`src/common/pvn_pkg.sv`:
```
/*
  Shared constants and types for the peripheral vector number registers:
  register offsets, field positions, reset value, source codes, APB carriers.
  Assumes a 32-bit APB with an 8-bit byte address and a single core clock.
*/
package pvn_pkg;

  // geometry
  localparam int unsigned PVN_NUM_REGS = 5;
  localparam int unsigned PVN_NUM_SRC  = 10;
  localparam int unsigned PVN_VEC_W    = 7;
  localparam int unsigned PVN_REG_W    = 16;

  // field positions inside each 16-bit vector register
  localparam int unsigned PVN_HI_MSB  = 14;
  localparam int unsigned PVN_HI_LSB  = 8;
  localparam int unsigned PVN_LO_MSB  = 6;
  localparam int unsigned PVN_LO_LSB  = 0;
  localparam int unsigned PVN_RSV_HI  = 15;
  localparam int unsigned PVN_RSV_LO  = 7;

  // reset value of every vector register
  localparam logic [15:0] PVN_VREG_RESET = 16'h0000;

  // byte offsets: t1 compare, t1 counter, t2 compare, t2 counter, serial1 rx
  localparam logic [7:0] PVN_VREG_OFS [PVN_NUM_REGS] = '{8'h00, 8'h04, 8'h08, 8'h0c, 8'h10};
  localparam logic [7:0] PVN_OFS_STATUS = 8'h14;

  // status word layout
  localparam int unsigned PVN_STAT_VEC_LSB = 0;
  localparam int unsigned PVN_STAT_SRC_LSB = 8;
  localparam int unsigned PVN_STAT_STBY    = 16;
  localparam int unsigned PVN_STAT_BAD     = 17;

  // interrupt sources; register k holds source 2k (high) and 2k+1 (low)
  typedef enum logic [3:0] {
    PVN_SRC_T1_MATCH_A = 4'h0,
    PVN_SRC_T1_MATCH_B = 4'h1,
    PVN_SRC_T1_OVF     = 4'h2,
    PVN_SRC_T1_UNF     = 4'h3,
    PVN_SRC_T2_MATCH_A = 4'h4,
    PVN_SRC_T2_MATCH_B = 4'h5,
    PVN_SRC_T2_OVF     = 4'h6,
    PVN_SRC_T2_UNF     = 4'h7,
    PVN_SRC_SER1_ERR   = 4'h8,
    PVN_SRC_SER1_RXF   = 4'h9
  } pvn_src_t;

  typedef logic [PVN_NUM_SRC-1:0][PVN_VEC_W-1:0] pvn_vec_tbl_t;

  typedef enum logic [1:0] {
    PVN_ST_IDLE = 2'b01,
    PVN_ST_ACK  = 2'b10
  } pvn_apb_st_t;

  typedef struct packed {
    logic        psel;
    logic        penable;
    logic        pwrite;
    logic [7:0]  paddr;
    logic [31:0] pwdata;
    logic [3:0]  pstrb;
  } pvn_apb_req_t;

  typedef struct packed {
    logic [31:0] prdata;
    logic        pready;
    logic        pslverr;
  } pvn_apb_rsp_t;

endpackage : pvn_pkg

```
`src/pvn_vec_reg.sv`:
```
/*
  One 16-bit vector setting register with two 7-bit vector fields.
  Assumes the parent qualifies wr_en with a completed APB write.
*/
`timescale 1ns/100ps
module pvn_vec_reg
  import pvn_pkg::*;
(
  input  wire logic        core_clk, // core clock
  input  wire logic        reset,    // sync reset, active high
  input  wire logic        wr_en,    // completed write to this register
  input  wire logic [1:0]  wr_strb,  // byte lanes 1 and 0
  input  wire logic [15:0] wr_data,  // low half of write data
  output logic      [15:0] rd_data,  // read view, reserved bits zero
  output logic      [6:0]  hi_vec,   // field in bits 14:8
  output logic      [6:0]  lo_vec    // field in bits 6:0
);

  typedef struct packed {
    logic [6:0] hi;
    logic [6:0] lo;
  } pvn_vreg_st_t;

  pvn_vreg_st_t state_r;
  pvn_vreg_st_t state_nxt;

  // each lane writes its own field; bits 15 and 7 are never stored
  always_comb begin
    state_nxt = state_r;
    if (wr_en && wr_strb[1]) begin
      state_nxt.hi = wr_data[PVN_HI_MSB:PVN_HI_LSB];
    end
    if (wr_en && wr_strb[0]) begin
      state_nxt.lo = wr_data[PVN_LO_MSB:PVN_LO_LSB];
    end
  end

  // no standby input here: contents only change by write or reset
  always_ff @(posedge core_clk) begin
    if (reset) begin
      state_r <= {PVN_VREG_RESET[PVN_HI_MSB:PVN_HI_LSB], PVN_VREG_RESET[PVN_LO_MSB:PVN_LO_LSB]};
    end else begin
      state_r <= state_nxt;
    end
  end

  assign rd_data = {1'b0, state_r.hi, 1'b0, state_r.lo};
  assign hi_vec  = state_r.hi;
  assign lo_vec  = state_r.lo;

endmodule : pvn_vec_reg

```
`src/pvn_vec_select.sv`:
```
/*
  Presents the programmed vector number for an accepted interrupt source.
  Assumes accept requests come from logic on core_clk, one per cycle at most.
*/
`timescale 1ns/100ps
module pvn_vec_select
  import pvn_pkg::*;
(
  input  wire logic               core_clk,     // core clock
  input  wire logic               reset,        // sync reset, active high
  input  wire logic               standby,      // block asleep, no answers
  input  wire logic               accept_valid, // source accepted this cycle
  input  wire logic [3:0]         accept_src,   // accepted source code
  input  wire pvn_pkg::pvn_vec_tbl_t vec_tbl,   // programmed vectors
  output logic                    vec_valid_r,  // one-cycle answer strobe
  output logic                    vec_bad_r,    // one-cycle bad source strobe
  output logic      [6:0]         vec_num_r,    // last presented vector
  output logic      [3:0]         last_src_r    // last answered source
);

  typedef struct packed {
    logic       valid;
    logic       bad;
    logic [6:0] num;
    logic [3:0] src;
  } pvn_sel_st_t;

  pvn_sel_st_t state_r;
  pvn_sel_st_t state_nxt;

  // look up live table so a write just before acceptance is honoured
  always_comb begin
    state_nxt       = state_r;
    state_nxt.valid = 1'b0;
    state_nxt.bad   = 1'b0;
    if (accept_valid && !standby) begin
      if (accept_src < 4'(PVN_NUM_SRC)) begin
        state_nxt.valid = 1'b1;
        state_nxt.num   = vec_tbl[accept_src];
        state_nxt.src   = accept_src;
      end else begin
        state_nxt.bad = 1'b1;
      end
    end
  end

  always_ff @(posedge core_clk) begin
    if (reset) begin
      state_r <= '0;
    end else begin
      state_r <= state_nxt;
    end
  end

  assign vec_valid_r = state_r.valid;
  assign vec_bad_r   = state_r.bad;
  assign vec_num_r   = state_r.num;
  assign last_src_r  = state_r.src;

endmodule : pvn_vec_select

```
`src/pvn_vector_regs.sv`:
```
/*
  Peripheral vector number registers: five 16-bit APB-mapped registers that
  assign 7-bit vectors to ten timer and serial interrupt sources, plus the
  lookup that answers the CPU side when a source is accepted.
  Assumes an APB master on core_clk and same-clock accept/standby signals.
*/
// The register offsets and the APB slave port were chosen for this implementation.
`timescale 1ns/100ps
module pvn_vector_regs
  import pvn_pkg::*;
(
  input  wire logic                 core_clk,     // core clock, 100 MHz
  input  wire logic                 reset,        // sync reset, active high
  input  wire pvn_pkg::pvn_apb_req_t apb_req,     // APB request group
  output pvn_pkg::pvn_apb_rsp_t     apb_rsp,      // APB answer group
  input  wire logic                 standby,      // standby mode level
  input  wire logic                 accept_valid, // source accepted strobe
  input  wire logic [3:0]           accept_src,   // accepted source code
  output logic                      vec_valid,    // vector answer strobe
  output logic                      vec_bad,      // unknown source strobe
  output logic      [6:0]           vec_num       // presented vector number
);

  typedef struct packed {
    pvn_apb_st_t  st;
    pvn_apb_rsp_t rsp;
  } pvn_top_st_t;

  pvn_top_st_t state_r;
  pvn_top_st_t state_nxt;

  pvn_vec_tbl_t           vec_tbl;
  logic [PVN_NUM_REGS-1:0] vreg_hit;
  logic [PVN_NUM_REGS-1:0] wr_en;
  logic [15:0]            vreg_rd [PVN_NUM_REGS];
  logic                   stat_hit;
  logic                   addr_hit;
  logic                   wr_fire;
  logic [31:0]            rd_word;
  logic [31:0]            stat_word;
  logic [3:0]             last_src;
  logic                   bad_seen_r;

  // write takes effect only on the edge where pready is sampled high
  assign wr_fire  = apb_req.psel && apb_req.penable && apb_req.pwrite && state_r.rsp.pready;
  assign stat_hit = (apb_req.paddr == PVN_OFS_STATUS);
  assign addr_hit = (|vreg_hit) || stat_hit;

  // one register per pair of sources; high field takes the even source
  for (genvar k = 0; k < PVN_NUM_REGS; k++) begin : g_vreg
    assign vreg_hit[k] = (apb_req.paddr == PVN_VREG_OFS[k]);
    assign wr_en[k]    = wr_fire && vreg_hit[k];
    pvn_vec_reg u_reg (
      .core_clk (core_clk),
      .reset    (reset),
      .wr_en    (wr_en[k]),
      .wr_strb  (apb_req.pstrb[1:0]),
      .wr_data  (apb_req.pwdata[15:0]),
      .rd_data  (vreg_rd[k]),
      .hi_vec   (vec_tbl[2*k]),
      .lo_vec   (vec_tbl[2*k+1])
    );
  end

  // answer path to the CPU side
  pvn_vec_select u_sel (
    .core_clk     (core_clk),
    .reset        (reset),
    .standby      (standby),
    .accept_valid (accept_valid),
    .accept_src   (accept_src),
    .vec_tbl      (vec_tbl),
    .vec_valid_r  (vec_valid),
    .vec_bad_r    (vec_bad),
    .vec_num_r    (vec_num),
    .last_src_r   (last_src)
  );

  // sticky record of a bad source code, cleared by reading status
  always_ff @(posedge core_clk) begin
    if (reset) begin
      bad_seen_r <= 1'b0;
    end else if (vec_bad) begin
      bad_seen_r <= 1'b1;                   // set wins over read clear
    end else if (apb_req.psel && !apb_req.penable && !apb_req.pwrite && stat_hit) begin
      bad_seen_r <= 1'b0;
    end
  end

  // status shows what the block last presented and its mode
  always_comb begin
    stat_word = 32'h0;
    stat_word[PVN_STAT_VEC_LSB +: PVN_VEC_W] = vec_num;
    stat_word[PVN_STAT_SRC_LSB +: 4] = last_src;
    stat_word[PVN_STAT_STBY] = standby;
    stat_word[PVN_STAT_BAD]  = bad_seen_r;
  end

  // read mux; upper half of a vector word always reads zero
  always_comb begin
    rd_word = stat_hit ? stat_word : 32'h0;
    for (int i = 0; i < PVN_NUM_REGS; i++) begin
      if (vreg_hit[i]) begin
        rd_word = {16'h0, vreg_rd[i]};
      end
    end
  end

  // zero-wait slave: setup cycle primes pready for the access cycle
  always_comb begin
    state_nxt            = state_r;
    state_nxt.rsp.pready = 1'b0;
    unique case (state_r.st)
      PVN_ST_IDLE: begin
        if (apb_req.psel && !apb_req.penable) begin
          state_nxt.st          = PVN_ST_ACK;
          state_nxt.rsp.pready  = 1'b1;
          state_nxt.rsp.pslverr = !addr_hit;
          state_nxt.rsp.prdata  = apb_req.pwrite ? 32'h0 : rd_word;
        end
      end
      PVN_ST_ACK: begin
        state_nxt.st = PVN_ST_IDLE;
      end
      default: begin
        state_nxt.st = PVN_ST_IDLE;         // recover from a corrupted code
      end
    endcase
  end

  always_ff @(posedge core_clk) begin
    if (reset) begin
      state_r    <= '0;
      state_r.st <= PVN_ST_IDLE;
    end else begin
      state_r <= state_nxt;
    end
  end

  assign apb_rsp = state_r.rsp;

  // helpers read only by the checks below
  logic [6:0] sel_vec;
  logic       src_ok;
  always_comb begin
    src_ok  = (accept_src < 4'(PVN_NUM_SRC));
    sel_vec = 7'h00;
    if (src_ok) begin
      sel_vec = vec_tbl[accept_src];
    end
  end
endmodule : pvn_vector_regs

```
`config.mk`:
```
export PLATFORM = sky130hd
export DESIGN_NAME = pvn_vector_regs
export DESIGN_NICKNAME = d
export VERILOG_FILES = /design/src/common/pvn_pkg.sv /design/src/pvn_vec_reg.sv /design/src/pvn_vec_select.sv /design/src/pvn_vector_regs.sv
export SDC_FILE = /design/constraint.sdc
export NUM_CORES = 1
export LEC_CHECK = 0
export BUFFER_PORTS_ARGS = -buffer_cell sky130_fd_sc_hd__buf_2
export CAP_MARGIN = 10
export CORE_ASPECT_RATIO = 1.75
export CORE_MARGIN = 2
export CORE_UTILIZATION = 41
export CTS_CLUSTER_DIAMETER = 100
export DETAILED_ROUTE_END_ITERATION = 12
export SETUP_SLACK_MARGIN = 0.2
export SYNTH_ARGS = -nofsm -noshare
export SYNTH_HDL_FRONTEND = slang
export SYNTH_HIERARCHICAL = 1
export SYNTH_SLANG_ARGS = --single-unit
```
`constraint.sdc`:
```
create_clock -name core_clk -period 3.1 [get_ports core_clk]
set_clock_uncertainty 0.1 [all_clocks]
set_input_delay 0.62 -clock core_clk [delete_from_list [all_inputs] [get_ports core_clk]]
set_output_delay 0.62 -clock core_clk [all_outputs]
set_load 0.02 [all_outputs]
```
### Word level (Yosys, flattened, before mapping)

Index checks and enable logic that the tools add are counted.

* mux-type cells: 14
* bitwise logic cells: 2
* reductions and logical operators: 34
* equality and inequality tests: 6
* order comparisons: 2

Operators by type and width (count)
* 32-bit 2-to-1 mux: 5
* 18-bit 2-to-1 mux: 2
* 7-bit binary-select mux with 4-bit select: 1
* 1-bit logical AND: 22
* 8-bit by 4-bit == test with 1-bit output (second input constant): 2
* 8-bit by 5-bit == test with 1-bit output (second input constant): 2
* 8-bit by 3-bit == test with 1-bit output (second input constant): 1
* 8-bit zero test: 1
* 7-bit 2-to-1 mux: 1
* 4-bit by 5-bit less-than comparator with 1-bit output (second input constant): 1
* 5-bit OR reduction: 1
* 1-bit zero test: 4
* 4-bit less-than comparator (second input constant): 1
* 1-bit 2-to-1 mux: 4
* 2-bit AND reduction: 2
* 2-bit OR reduction: 2
* 2-bit by 1-bit == test with 1-bit output (second input constant): 1
* 2-bit 2-to-1 mux: 1
* 1-bit NOT: 2
* 2-bit nonzero test: 1
* 1-bit logical OR: 1

* output and inout bits: 43
* bits in registers: 120
* word-level logic and storage cells: 77

### Depth between registers and ports, before layout

Gate-level depths: netlist of the first run.

* depth in word-level cells: 8
* depth in mapped cells: 9
* gate-level depth less buffers: 5

### Hierarchy

The synthesis of the first run kept the hierarchy.

By module, submodules not included
* pvn_vec_reg: area each 758.2 um2, cells an instance 79, times used 5
* pvn_vector_regs: area each 2140.8 um2, cells an instance 270, times used 1
* pvn_vec_select: area each 1062.3 um2, cells an instance 106, times used 1

### Least setup slack after synthesis of the first run

Ideal clock, no wire load.

* path kind: input port to flip-flop
* start point: input apb_req[43] (netlist bit)
* end point: register g_vreg[0].u_reg.state_r (netlist bit g_vreg[0].u_reg/lo_vec[0])
* arrival: 2.431 ns
* library setup time: 0.066 ns
* stages on the path: 9
* path slack: 0.503 ns
* cells stage by stage: or4_1 > buf_2 > or2_1 > buf_6 > nor4_1 > buf_6 > buf_4 > nand3_1 > a21oi_2

* longest elaborated chain between the ends: 3

RTL lines
* from (decl): line pvn_vector_regs.sv:14 `input wire pvn_pkg::pvn_apb_req_t apb_req,`
* 8-bit zero test: line pvn_vector_regs.sv:51 `assign vreg_hit[k] = (apb_req.paddr == PVN_VREG_OFS[k]);`
* 1-bit logical AND: line pvn_vector_regs.sv:52 `assign wr_en[k] = wr_fire && vreg_hit[k];`
* named net wr_en[0]: line pvn_vector_regs.sv:34 `logic [PVN_NUM_REGS-1:0] wr_en;`
* 1-bit logical AND: line pvn_vec_reg.sv:33 `if (wr_en && wr_strb[0]) begin`
* to (signal assigned): line pvn_vec_reg.sv:41 `state_r <= {PVN_VREG_RESET[PVN_HI_MSB:PVN_HI_LSB], PVN_VREG_RESET[PVN_LO_MSB:PVN_LO_LSB]};`
* to (signal assigned): line pvn_vec_reg.sv:43 `state_r <= state_nxt;`
* to (decl): line pvn_vec_reg.sv:24 `pvn_vreg_st_t state_r;`

The timed path passes the listed nets, and every way through them passes these cells.
A chain may end at the register's enable or synchronous reset.

### Worst setup path after layout of the first run

* start point: input apb_req[43] (netlist bit)
* end point: register g_vreg[0].u_reg.state_r (netlist bit g_vreg[0].u_reg/hi_vec[3])

* longest elaborated chain between the ends: 3

RTL lines
* 8-bit zero test: line pvn_vector_regs.sv:51
* 1-bit logical AND: line pvn_vector_regs.sv:52
* named net wr_en[0]: line pvn_vector_regs.sv:34
* 1-bit logical AND: line pvn_vec_reg.sv:30 `if (wr_en && wr_strb[1]) begin`

The timed path passes the listed nets, and every way through them passes these cells.

==> out/results.txt, run 1 <==
The flow ran to the end, and the final reports show no timing, DRC or antenna violations. In this run, synthesis inferred 0 flip-flops with an integrated enable. The tools report the number of buffers inserted during clock tree synthesis as 9.

Top fanout value on the critical path: 28. The synthesized instance count came out at 771. Worst hold path class: flip-flop to flip-flop. The cell count of the worst reg-to-reg path was 5. The number of failing setup endpoints in the final timing report was 0; the deepest clock path buffer count was 2.

Power spread over the standard cell area amounts to 406 nW/um2. In this design, the stage delay of the slowest critical-path cell is 0.54 ns. After clock tree synthesis, the flow added hold-fix buffers numbering 0. Leaving out fill and tap cells, the most frequent cells in the layout are sky130_fd_sc_hd__dfxtp_1, sky130_fd_sc_hd__nand3_1, sky130_fd_sc_hd__a21oi_1. After routing, the total negative slack on setup checks comes to 0 ns. The number of instances resized during post-cts repair was 0.

Row generation in the floorplan step produced 63 rows. The kind of critical path is primary input to flip-flop. The run gives 0 as the buffers inserted during post-CTS setup optimization. Buffers placed on the I/O ports in this run total 63.

During I/O placement, the number of pins put on the boundary was 98. For the flip-flop and latch area, the log shows 2120 um2. The Yosys warning count came out at 6.

Leaving out fill and tap cells, the most frequent cell in the layout is sky130_fd_sc_hd__dfxtp_1. TritonCTS built the clock tree. Tightest slew margin relative to the limit: 0.475. STA classifies the critical path startpoint as a primary input. The tree built by TritonCTS fans out to 106 sinks.

The tools report the worst reg-to-reg setup slack as 1.26 ns. The startpoint identified for the worst register-to-register timing path is apb_rsp[1]. In this run the worst setup path begins at apb_req[43]. The timing-limited maximum frequency is 429 MHz. After clock tree synthesis, the clock-pin slew on the worst setup and hold paths is 0.07 ns. The routed design has 18700 um of wire.

met2 is the most crowded layer. The number of library cell types mapped by synthesis came out at 60. Data on the critical path is required at its endpoint by 3.22 ns. Once detail routing completed, the nets flagged for antenna violations numbered 0. The signal on the critical path passes through buf_2 > or4_1 > or2_1 > nor4_2 > buf_12 > a21bo_2 > a21oi_1. The global routing usage on met3 came out at 0.0371.

The first global-routing pass estimated 28800 um of wire. The initial core utilization is 0.417, and the final routed wire length divided by cell count is 19.6 um. The average instance in the mapped netlist occupies 9.07 um2. The pre-antenna-repair detailed-routing pass consisted of 5 iterations. The final period utilization is 0.752, and the final period demand of the worst path is 2.33 ns.

The largest net degree at the start of global routing was 71. CTS placed an instance of sky130_fd_sc_hd__clkbuf_16 at the clock tree root. After the first detailed-routing iteration, the DRC count stood at 374. At the end of routability-driven placement, the weighted congestion stood at 0.882. The initial antenna violation count is 2, and the total routing usage reported by global routing is 0.209.

For this block, the via count after detailed routing is 5313. The net count of the finished layout is 773. The die is 177 um tall. The run gives 1667 as the layout filler cell count. The master of the slowest instance on the critical path was sky130_fd_sc_hd__or4_1.

The core region is 16800 um2. For the pin with the worst max-slew slack, the measured transition is 0.788 ns. The ratio of cells with drive above 1 in the final layout works out to 0.278.

From synthesis to final layout, the design area changed by -0.161%. The final count of hold timing violations was 0; the combined area of all synthesized cells was 6990 um2. The tools report the core utilization of the finished layout as 0.416. The multi-input combinational cells in the finished layout cover a total of 3650 um2. The number of buffer and inverter stages on the critical path was 2. Among all flip-flop cells after synthesis, the most frequent one is sky130_fd_sc_hd__dfxtp_1.

The number of antenna diodes in the final layout is 0. For the sequential cell area fraction in the yosys report, the log shows 0.303. The die covers 18200 um2.

The met1 track utilization from global routing was 0.253; the average via count per standard cell was 5.59. Setup repair after global routing left no endpoint under its margin. Clock latency on the worst-skew pair, taken at its later pin, is 0.36 ns.

The H-tree depth came out at 3. The worst register-to-register path ends at g_vreg[1].u_reg/hi_vec[4]. After synthesis the netlist holds a flip-flop and latch count of 106.

STA classifies the critical path endpoint as a flip-flop. The leakage component of the power came out at 2.55 nW. The number of logic stages on the critical path including buffering is 7. For the global routing usage on met2, the log shows 0.354. The die boundary width is 103 um, and the number of slew-limit violations in the final report is 0. The kind of cell with the highest combined delay along the critical path is simple AND/OR/NAND/NOR gates. The run gives 0 as the number of remaining DRC errors. The via count of the first global-routing pass was 4892; the max-cap check violation count was 0. The fraction of registers with async set/reset works out to 0. The worst endpoint data arrival time is 2.45 ns. The run gives 0.241 mV as the maximum ir drop on the vdd rail. The run gives 13200 um as the final HPWL from detailed placement. In this run the worst setup path terminates at g_vreg[0].u_reg/hi_vec[3]. Global routing finished with a remaining overflow of 0.
-- layer usage --
| metal | routed length (um) | up-vias | share of wire |
|---|---|---|---|
| met5 | 21 | - | 0.0011 |
| met4 | 698 | 4 | 0.037 |
| met3 | 976 | 36 | 0.052 |
| met2 | 9390 | 174 | 0.50 |
| met1 | 7560 | 2531 | 0.41 |
| li1 | - | 2568 | - |
-- registers in the layout, summed over array words and instances, names as in the netlist --
signal and cells:
apb_rsp 20, bad_seen_r 1, g_vreg.u_reg/hi_vec 35, g_vreg.u_reg/lo_vec 35
state_r 2, u_sel/last_src_r 4, u_sel/vec_bad_r 1, u_sel/vec_num_r 7
u_sel/vec_valid_r 1
-- power by group --
part	total [mW]	leakage, nW	internal (mW)	switching, mW
Sequential	1.37	0.855	1.37	0.00366
Clock	1.18	0.143	0.650	0.526
Combinational	0.289	1.55	0.0848	0.204
Total	2.84	2.55	2.10	0.734
-- layout make-up --
type                    count  area share
multi-input cells         505       0.523
flip-flops and latches    106       0.304
repair buffers             92      0.0874
well taps                 227      0.0407
clock buffers              12      0.0353
clock inverters             4     0.00735
inverters                   4     0.00215
-- cell families after synthesis --
| family | Yosys count | synth area share |
|---|---|---|
| compound gates | 245 | 0.274 |
| simple gates | 189 | 0.145 |
| buf+inv | 178 | 0.187 |
| flops | 106 | 0.303 |
| mux | 47 | 0.0873 |
| other cells | 6 | 0.00322 |
-- cells in the mapped netlist (5+ instances only) --
| cell | number | area (um2) |
|---|---|---|
| sky130_fd_sc_hd__a211oi_1 | 8 | 60.1 |
| sky130_fd_sc_hd__a21bo_1 | 30 | 300 |
| sky130_fd_sc_hd__a21bo_2 | 40 | 400 |
| sky130_fd_sc_hd__a21oi_1 | 67 | 335 |
| sky130_fd_sc_hd__a21oi_2 | 30 | 263 |
| sky130_fd_sc_hd__a22oi_1 | 5 | 37.5 |
| sky130_fd_sc_hd__a2bb2oi_1 | 6 | 52.6 |
| sky130_fd_sc_hd__buf_2 | 21 | 105 |
| sky130_fd_sc_hd__buf_4 | 128 | 961 |
| sky130_fd_sc_hd__buf_6 | 8 | 90.1 |
| sky130_fd_sc_hd__buf_8 | 5 | 75.1 |
| sky130_fd_sc_hd__clkbuf_1 | 9 | 33.8 |
| sky130_fd_sc_hd__conb_1 | 6 | 22.5 |
| sky130_fd_sc_hd__dfxtp_1 | 106 | 2120 |
| sky130_fd_sc_hd__mux2_2 | 7 | 78.8 |
| sky130_fd_sc_hd__mux2i_1 | 31 | 310 |
| sky130_fd_sc_hd__mux4_1 | 5 | 131 |
| sky130_fd_sc_hd__nand2_1 | 16 | 60.1 |
| sky130_fd_sc_hd__nand2b_1 | 10 | 62.6 |
| sky130_fd_sc_hd__nand3_1 | 75 | 375 |
| sky130_fd_sc_hd__nor2_1 | 21 | 78.8 |
| sky130_fd_sc_hd__nor2b_1 | 9 | 56.3 |
| sky130_fd_sc_hd__nor3_1 | 21 | 105 |
| sky130_fd_sc_hd__nor4_1 | 6 | 37.5 |
| sky130_fd_sc_hd__o21ai_0 | 13 | 65.1 |
| sky130_fd_sc_hd__o22ai_1 | 9 | 56.3 |
| sky130_fd_sc_hd__o31ai_1 | 6 | 45.0 |
| sky130_fd_sc_hd__or3_1 | 7 | 43.8 |
-- worst min path at each step --
| stage | slack [ns] | startpoint | depth (start not counted) | endpoint |
|---|---|---|---|---|
| global placement | 0.34 | apb_rsp[15] | 2 | apb_rsp[15] |
| CTS | 0.35 | apb_rsp[18] | 2 | apb_rsp[18] |
| finish | 0.34 | apb_rsp[9] | 2 | apb_rsp[9] |
| detailed placement | 0.34 | apb_rsp[18] | 2 | apb_rsp[18] |
| global route | 0.36 | apb_rsp[18] | 2 | apb_rsp[18] |
| floorplan | 0.33 | apb_rsp[11] | 2 | apb_rsp[11] |
-- worst min-delay path, stage by stage (launching register included) --
cell,delay [ns]
sky130_fd_sc_hd__dfxtp_1,0.31
sky130_fd_sc_hd__nand2_1,0.05
sky130_fd_sc_hd__o21ai_1,0.05
-- metrics by stage --
step / cells / power, mW / hold WS [ns] / worst slack [ns] / instance area (um2)
6_report: 950 / 2.84 / 0.344 / 0.769 / 6980
5_1_grt: 950 / 2.93 / 0.362 / 0.655 / 6980
4_1_cts: 950 / 2.85 / 0.351 / 0.785 / 6980
3_5_place_dp: 934 / 1.69 / 0.341 / 0.435 / 6690
3_3_place_gp: 934 / 1.69 / 0.336 / 0.422 / 6690
2_1_floorplan: 789 / 1.60 / 0.326 / 0.503 / 7060
Note: power is estimated with default switching activity, not from simulation.
==> run 2: changes to the inputs <==
Clock period 3.1 ns to 2.15 ns, I/O delays scaled along.
==> run 2 against run 1 <==
- power is 47% higher
- clock power rose by 46%
- highest routed layer is now met4
- non-clock buffer count is 28 higher
- flip-flop and latch count unchanged
- setup slack worse by 0.56 ns
- largest cell class unchanged
- largest power group unchanged
- final cell count grew 2.9%
- critical path type unchanged
- via count is 4.9% higher
- count of clock-buffer cells in the layout is 3 lower
- critical endpoint is now g_vreg[2].u_reg/lo_vec[2]
- register-to-register slack got worse by 0.74 ns
- first-iteration DRC count is 10% lower
- wire length increased by 10%
==> out/results.txt, run 2 (same netlist as run 1, synthesis figures left out) <==
The number of failing setup endpoints in the final timing report was 0 (unchanged); the final period demand of the worst path was 1.94 ns. The top cell types in the final layout, fill and taps aside, are sky130_fd_sc_hd__dfxtp_1, sky130_fd_sc_hd__a21oi_1, sky130_fd_sc_hd__buf_2. The tools report the worst slack on hold paths as 0.253 ns (-0.0915 ns). The initial DRC count is 335 (-10%).

The H-tree depth came out at 3 (unchanged). The most frequent standard cell in the layout excluding fill and tap cells is sky130_fd_sc_hd__dfxtp_1. The layout filler cell count came out at 1646 (-1.3%). The number of top-level pins came out at 98 (unchanged). Total power density per cell area: 555 nW/um2 (+37%).

The clock slew at the register clock pins of the worst setup and hold paths is 0.07 ns (about the same), and the pin slew with the least headroom to its limit is 0.771 ns (-0.0167 ns). The kind of critical path was primary input to flip-flop. The number of buffers inserted during clock tree synthesis is 9 (unchanged). The tools report the site row count as 63 (unchanged). The die boundary height came out at 177 um (unchanged). The final routed wire length divided by cell count is 21.0 um (+7.1%). The worst endpoint data arrival time was 2.07 ns (-0.38 ns). Overall die area: 18200 um2 (unchanged).

The tools report the total congestion overflow after global routing as 0 (unchanged). Setup repair after global routing could not meet its margin everywhere. The worst hold path belongs to the class primary input to flip-flop.

The run gives 5571 (+4.9%) as the detailed-route via count. The max-cap check violation count is 0 (unchanged), and the number of slew-limit violations in the final report is 0 (unchanged). Via count of the first global-routing pass: 5548 (+13%). TritonCTS built the clock tree. The cell count of the worst reg-to-reg path is 7 (+2).

Number of hold buffers added after cts: 0 (unchanged). The logs give 0.957 (+8.4%) for the final weighted congestion of routability-driven global placement and 0 (unchanged) for the antenna diode count. Average via count per standard cell: 5.70 (+1.9%). The wire length of the first global-routing pass came out at 30700 um (+6.3%). For the critical path data required time, the log shows 2.27 ns (-0.95 ns).

The run finished with clean final reports. Timing-limited maximum frequency: 515 MHz. The die boundary width is 103 um (unchanged). The initial core utilization was 0.417 (unchanged). The final count of hold timing violations came out at 0 (unchanged). STA classifies the critical path startpoint as a primary input. The tools report the kind of end point of the critical path as a flip-flop. The tools report the largest net degree at the start of global routing as 71 (unchanged). The number of sinks handled by clock tree synthesis is 106 (unchanged), and the final period utilization is 0.904.

The port buffer count is 63 (unchanged). The tools report the number of nets in the finished design as 801 (+3.6%). The run gives 0.484 (+0.00922) as the tightest slew margin relative to the limit. The logs give 0 ns (unchanged) for the final-layout setup total negative slack and 0 (-2) for the initial antenna violation count. For the area inside the core boundary, the log shows 16800 um2 (unchanged). The area growth from synthesis to layout is 7.23%.

The leakage component of the power came out at 2.76 nW (+8.2%). The number of remaining DRC errors was 0 (unchanged). Total routing usage reported by global routing: 0.220 (+0.0110).

The tools report the final HPWL from detailed placement as 14200 um (+8.1%). The maximum ir drop on the vdd rail is 0.309 mV (+28%), and the total wirelength of the detailed-routed design is 20600 um (+10%). Depth of the worst hold-timing path: 3 (+1). The top fanout value on the critical path is 7 (-75%), and the cell area after placement is 7020 um2 (+4.9%). The tools report the final cell area excluding filler cells as 7500 um2 (+7.4%). The antenna violation net count after detailed routing was 0 (unchanged); the deepest clock path buffer count was 2 (unchanged).

The clock latency at the later pin of the worst-skew pair came out at 0.36 ns (about the same). The final total power came out at 4.16 mW (+47%). The tree is rooted in a sky130_fd_sc_hd__clkbuf_16. The detailed-router iteration count before antenna repair came out at 5 (unchanged).

The ratio of cells with drive above 1 in the final layout works out to 0.345 (+0.0669).
==> run 2: cell count changes in the layout (fill, tap and decap cells not counted), moves of 2 or more <==
cell                        delta
sky130_fd_sc_hd__clkbuf_16     +4
sky130_fd_sc_hd__a22oi_2       +2
sky130_fd_sc_hd__nand3_1      -20
sky130_fd_sc_hd__inv_6         +2
sky130_fd_sc_hd__clkbuf_1      -2
sky130_fd_sc_hd__a22oi_1       -2
sky130_fd_sc_hd__buf_4        +17
sky130_fd_sc_hd__buf_6         +6
sky130_fd_sc_hd__nand3_2      +20
sky130_fd_sc_hd__buf_2         -2
sky130_fd_sc_hd__buf_12        +3
sky130_fd_sc_hd__nor4_4        +2
==> run 2: where the power goes <==
part	total, mW	switching, mW	internal [mW]
clock network	1.72	0.805	0.913
registers	1.98	0.00557	1.97
logic	0.466	0.315	0.150
==> run 2: metal layers <==
| metal | vias to the layer above | wire, um | share of wire | track usage |
|---|---|---|---|---|
| li1 | 2625 | - | - | - |
| met4 | 0 | 869 | 0.042 | 0.110 |
| met1 | 2708 | 8080 | 0.39 | 0.263 |
| met3 | 42 | 946 | 0.046 | 0.0253 |
| met2 | 196 | 10700 | 0.52 | 0.380 |
| met5 | - | 0 | 0 | 0 |
==> run 2: critical path, cell delays in order <==
cell and delay (ns):
sky130_fd_sc_hd__buf_6 0.09, sky130_fd_sc_hd__or4_4 0.52, sky130_fd_sc_hd__or2_4 0.30, sky130_fd_sc_hd__nor3b_4 0.19
sky130_fd_sc_hd__buf_6 0.17, sky130_fd_sc_hd__clkbuf_16 0.18, sky130_fd_sc_hd__a21bo_1 0.12, sky130_fd_sc_hd__a21oi_2 0.05
==> run 2: worst paths after layout <==
check	start	to	slack [ns]
setup / recovery	apb_req[36]	g_vreg[2].u_reg/lo_vec[2]	0.21
hold / removal	standby	apb_rsp[18]	0.25
hold reg to reg	apb_rsp[11]	apb_rsp[11]	0.35
setup reg to reg	apb_rsp[1]	g_vreg[0].u_reg/lo_vec[5]	0.52
==> run 2: layout make-up <==
type	count	area [um2]	share of cell area
clock buffer	9	225	0.0300
clock inverter	7	76.3	0.0102
inverter	4	15.0	0.00200
multi-input combinational	505	3820	0.510
sequential	106	2120	0.283
tap	227	284	0.0379
timing repair buffer	120	956	0.127
==> run 2: repair_timing <==
action                                  CTS  global route
pin swaps                                 0             7
endpoints found under the setup margin   28            26
gates resized for setup                   1             8
cloned                                    0             6
setup buffers                             0             3
==> run 2: per-stage QoR <==
step,cells,setup slack (ns),util
2_1_floorplan,789,-0.0875,-
3_3_place_gp,953,-0.199,0.418
3_5_place_dp,953,-0.227,0.418
4_1_cts,969,0.201,0.436
5_1_grt,978,0.173,0.447
6_report,978,0.207,0.447
==> run 3: changes to the inputs <==
==> constraint.sdc (replaced) <==
create_clock -name core_clk -period 2.15 [get_ports core_clk]
set_clock_uncertainty 0.1 [all_clocks]
set_input_delay 0.5375 -clock core_clk [delete_from_list [all_inputs] [get_ports core_clk]]
set_output_delay 0.5375 -clock core_clk [all_outputs]
set_load 0.02 [all_outputs]
==> run 3 against run 2 <==
- global-route usage up 0.96 points
- critical path type unchanged
- clock power is essentially flat
- critical path depth unchanged
- fmax shrank 6.2%
- via count rose by 2.8%
- utilization up 1.9 points
- count of clock-buffer cells in the layout rose by 2
- flip-flop and latch count stayed put
- non-clock buffer count increased by 13
- register-to-register slack worse by 0.03 ns
- setup slack worse by 0.13 ns
==> out/results.txt, run 3 (same netlist as run 1, synthesis figures left out) <==
The run finished with clean final reports. The largest net degree at the start of global routing came out at 71 (unchanged). The number of buffer and inverter stages on the critical path came out at 3 (unchanged).

The internal power consumption is 3.12 mW (+2.9%). The detailed-router iteration count before antenna repair is 5 (unchanged), and the initial core utilization is 0.417 (unchanged). The total routing usage reported by global routing was 0.229 (+0.00960).

Global routing usage on met2: 0.401 (+0.0212). The port buffer count works out to 63 (unchanged). The number of sinks handled by clock tree synthesis was 106 (unchanged). The tools report the area inside the core boundary as 16800 um2 (unchanged).

The pin slew with the least headroom to its limit works out to 0.755 ns (-0.0157 ns). The maximum ir drop on the vdd rail was 0.359 mV (+16%); the die boundary width was 103 um (unchanged). The run gives 0.495 (+0.0105) as the tightest slew margin relative to the limit. The flip-flop and latch area was 2120 um2 (unchanged); the number of hold buffers added after cts was 0 (unchanged). The tools report the root cell of the clock tree as sky130_fd_sc_hd__clkbuf_16. The run gives 0.920 (-3.8%) as the final weighted congestion of routability-driven global placement. The run gives 2 (unchanged) as the deepest clock path buffer count. The tools report the antenna diode count as 0 (unchanged). The number of failing setup endpoints in the final timing report came out at 0 (unchanged).

For the timing-limited maximum frequency, the log shows 483 MHz (-6.2%). TritonCTS built the clock tree. Number of nets in the finished design: 814 (+1.6%). The wire length of the first global-routing pass came out at 31800 um (+3.6%). Top cell family by delay on the critical path: simple AND/OR/NAND/NOR gates.

For the instance count after placement with tap cells included, the log shows 966 (+1.4%). The run gives 0 (unchanged) as the final count of hold timing violations. In the layout the commonest cells are sky130_fd_sc_hd__dfxtp_1, sky130_fd_sc_hd__a21oi_1, sky130_fd_sc_hd__buf_2. The logs give 5726 (+2.8%) for the detailed-route via count and 9 (unchanged) for the number of buffers inserted during clock tree synthesis. The tools report the final HPWL from detailed placement as 14500 um (+1.8%). The initial DRC count was 320 (-4.5%); the top fanout value on the critical path was 7 (unchanged).

Counting stages on the worst path, the most repeated cell is sky130_fd_sc_hd__buf_6. The most utilized layer in the global route result is met2. The logs give 98 (unchanged) for the number of top-level pins and 4.22 mW (+1.4%) for the final total power.

Antenna violation net count after detailed routing: 0 (unchanged). The average via count per standard cell was 5.78 (+1.4%); the net switching share of the total power was 0.260 (-0.0107). The via count of the first global-routing pass is 5611 (+1.1%). For the worst endpoint data arrival time, the log shows 2.20 ns (+0.13 ns). The final period demand of the worst path is 2.07 ns (+0.128 ns).

The run gives 0.412 (about the same) as the fraction of power consumed by the clock network. Overall die area: 18200 um2 (unchanged). Walking the worst path, the cells encountered are buf_6 > or4_4 > or2_4 > nor3b_4 > buf_6 > clkbuf_16 > a21bo_1 > a21oi_2. The logs give 0.469 (-0.006) for the portion of total power attributed to sequential cells and 2.88 nW (+4.3%) for the leakage component of the power. The total power density per cell area works out to 540 nW/um2 (-2.7%). The die boundary height works out to 177 um (unchanged). The total wirelength of the detailed-routed design is 20800 um (+1.2%), and the area added between synthesis and finish is 11.7%.

The run gives 0.119 (+0.007) as the combinational power share. The worst hold path belongs to the class flip-flop to flip-flop. The number of slew-limit violations in the final report was 0 (unchanged). The initial antenna violation count was 0 (unchanged). The met1 track utilization from global routing came out at 0.269 (+0.00644). Kind of critical path: primary input to flip-flop.

The final period utilization is 0.963 (+0.0595). The H-tree depth was 3 (unchanged). The worst slack on hold paths came out at 0.352 ns (+0.0990 ns). The tools report the kind of end point of the critical path as a flip-flop. The ratio of cells with drive above 1 in the final layout is 0.372 (+0.0269), and the maximum cell stage delay along the critical path is 0.52 ns (about the same). The final-layout setup total negative slack is 0 ns (unchanged).

The logs give 2.28 ns (about the same) for the critical path data required time and 0.34 ns (-0.02 ns) for the clock latency at the later pin of the worst-skew pair. The area occupied by multi-input gates is 3940 um2 (+3.0%), and the total congestion overflow after global routing is 0 (unchanged). On the critical path, the stage with the largest delay is an instance of sky130_fd_sc_hd__or4_4. Site row count: 63 (unchanged). The final routed wire length divided by cell count is 21.0 um (-0.13%), and the clock slew at the register clock pins of the worst setup and hold paths is 0.08 ns (about the same). The net load switching power is 1.10 mW (-2.6%), and the global routing usage on met3 is 0.0257 (+0.000395). Max-cap check violation count: 0 (unchanged). The number of standard cells in the layout, taps in and fillers out is 991 (+1.3%), and the layout filler cell count is 1622 (-1.5%). Leaving out fill and tap cells, the most frequent cell in the layout is sky130_fd_sc_hd__dfxtp_1.

For the number of remaining DRC errors, the log shows 0 (unchanged). Setup repair after global routing could not meet its margin everywhere. The tools report the category of the worst setup path launch point as a primary input.
==> run 3: cell count changes in the layout (fill, tap and decap cells not counted), sizes merged <==
| cell | previous run | this run |
|---|---|---|
| clkinvlp | 2 | 1 |
| clkbuf | 13 | 14 |
| inv | 6 | 5 |
| buf | 116 | 130 |
==> run 3: worst paths after layout <==
kind | startpoint | endpoint | slack (ns) | cells past startpoint
setup / recovery | apb_req[36] | g_vreg[2].u_reg/lo_vec[5] | 0.08 | 8
hold / removal | apb_rsp[18] | apb_rsp[18] | 0.35 | 2
hold reg to reg | apb_rsp[18] | apb_rsp[18] | 0.35 | 2
setup reg to reg | apb_rsp[1] | g_vreg[0].u_reg/hi_vec[2] | 0.49 | 7
==> run 3: final cells by class <==
cell class / count / area share
repair buffers: 133 / 0.146
inverters: 4 / 0.00192
well taps: 227 / 0.0364
flip-flops and latches: 106 / 0.272
multi-input cells: 505 / 0.504
clock buffers: 11 / 0.0324
clock inverters: 5 / 0.00769
==> run 3: repair_timing <==
action | 4_1_cts | 5_1_grt
endpoints found under the setup margin | 30 | 47
gates cloned | 3 | 3
gates resized for setup | 10 | 21
setup buffers | 2 | 1
pin swaps | 3 | 19
==> run 3: routing by layer <==
layer  vias up  share of wire  routed length [um]
met4         0          0.053                1110
met5         -              0                   0
li1       2653              -                   -
met3        61          0.043                 900
met1      2801           0.38                7940
met2       211           0.52               10900
==> run 3: per-stage QoR <==
| step | worst slack [ns] | utilization | area [um2] |
|---|---|---|---|
| 6_report | 0.0788 | 0.465 | 7810 |
| 5_1_grt | 0.0422 | 0.465 | 7810 |
| 4_1_cts | 0.104 | 0.453 | 7610 |
| 3_5_place_dp | -0.355 | 0.427 | 7170 |
| 3_3_place_gp | -0.309 | 0.427 | 7170 |
| 2_1_floorplan | -0.195 | - | 7270 |
==> run 3: power groups by stage <==
stage | Combinational, mW | Clock [mW] | Sequential [mW]
after floorplan | 0.304 | 0 | 2.02
after global placement | 0.473 | 0 | 2.02
after detailed placement | 0.479 | 0 | 2.02
after CTS | 0.483 | 1.76 | 1.98
after global routing | 0.535 | 1.84 | 1.98
final | 0.502 | 1.74 | 1.98
==> run 3: tightest hold or removal path: stages (launching register included) <==
cell                      delay, ns
sky130_fd_sc_hd__dfxtp_1       0.31
sky130_fd_sc_hd__nand2_1       0.05
sky130_fd_sc_hd__a21oi_1       0.05
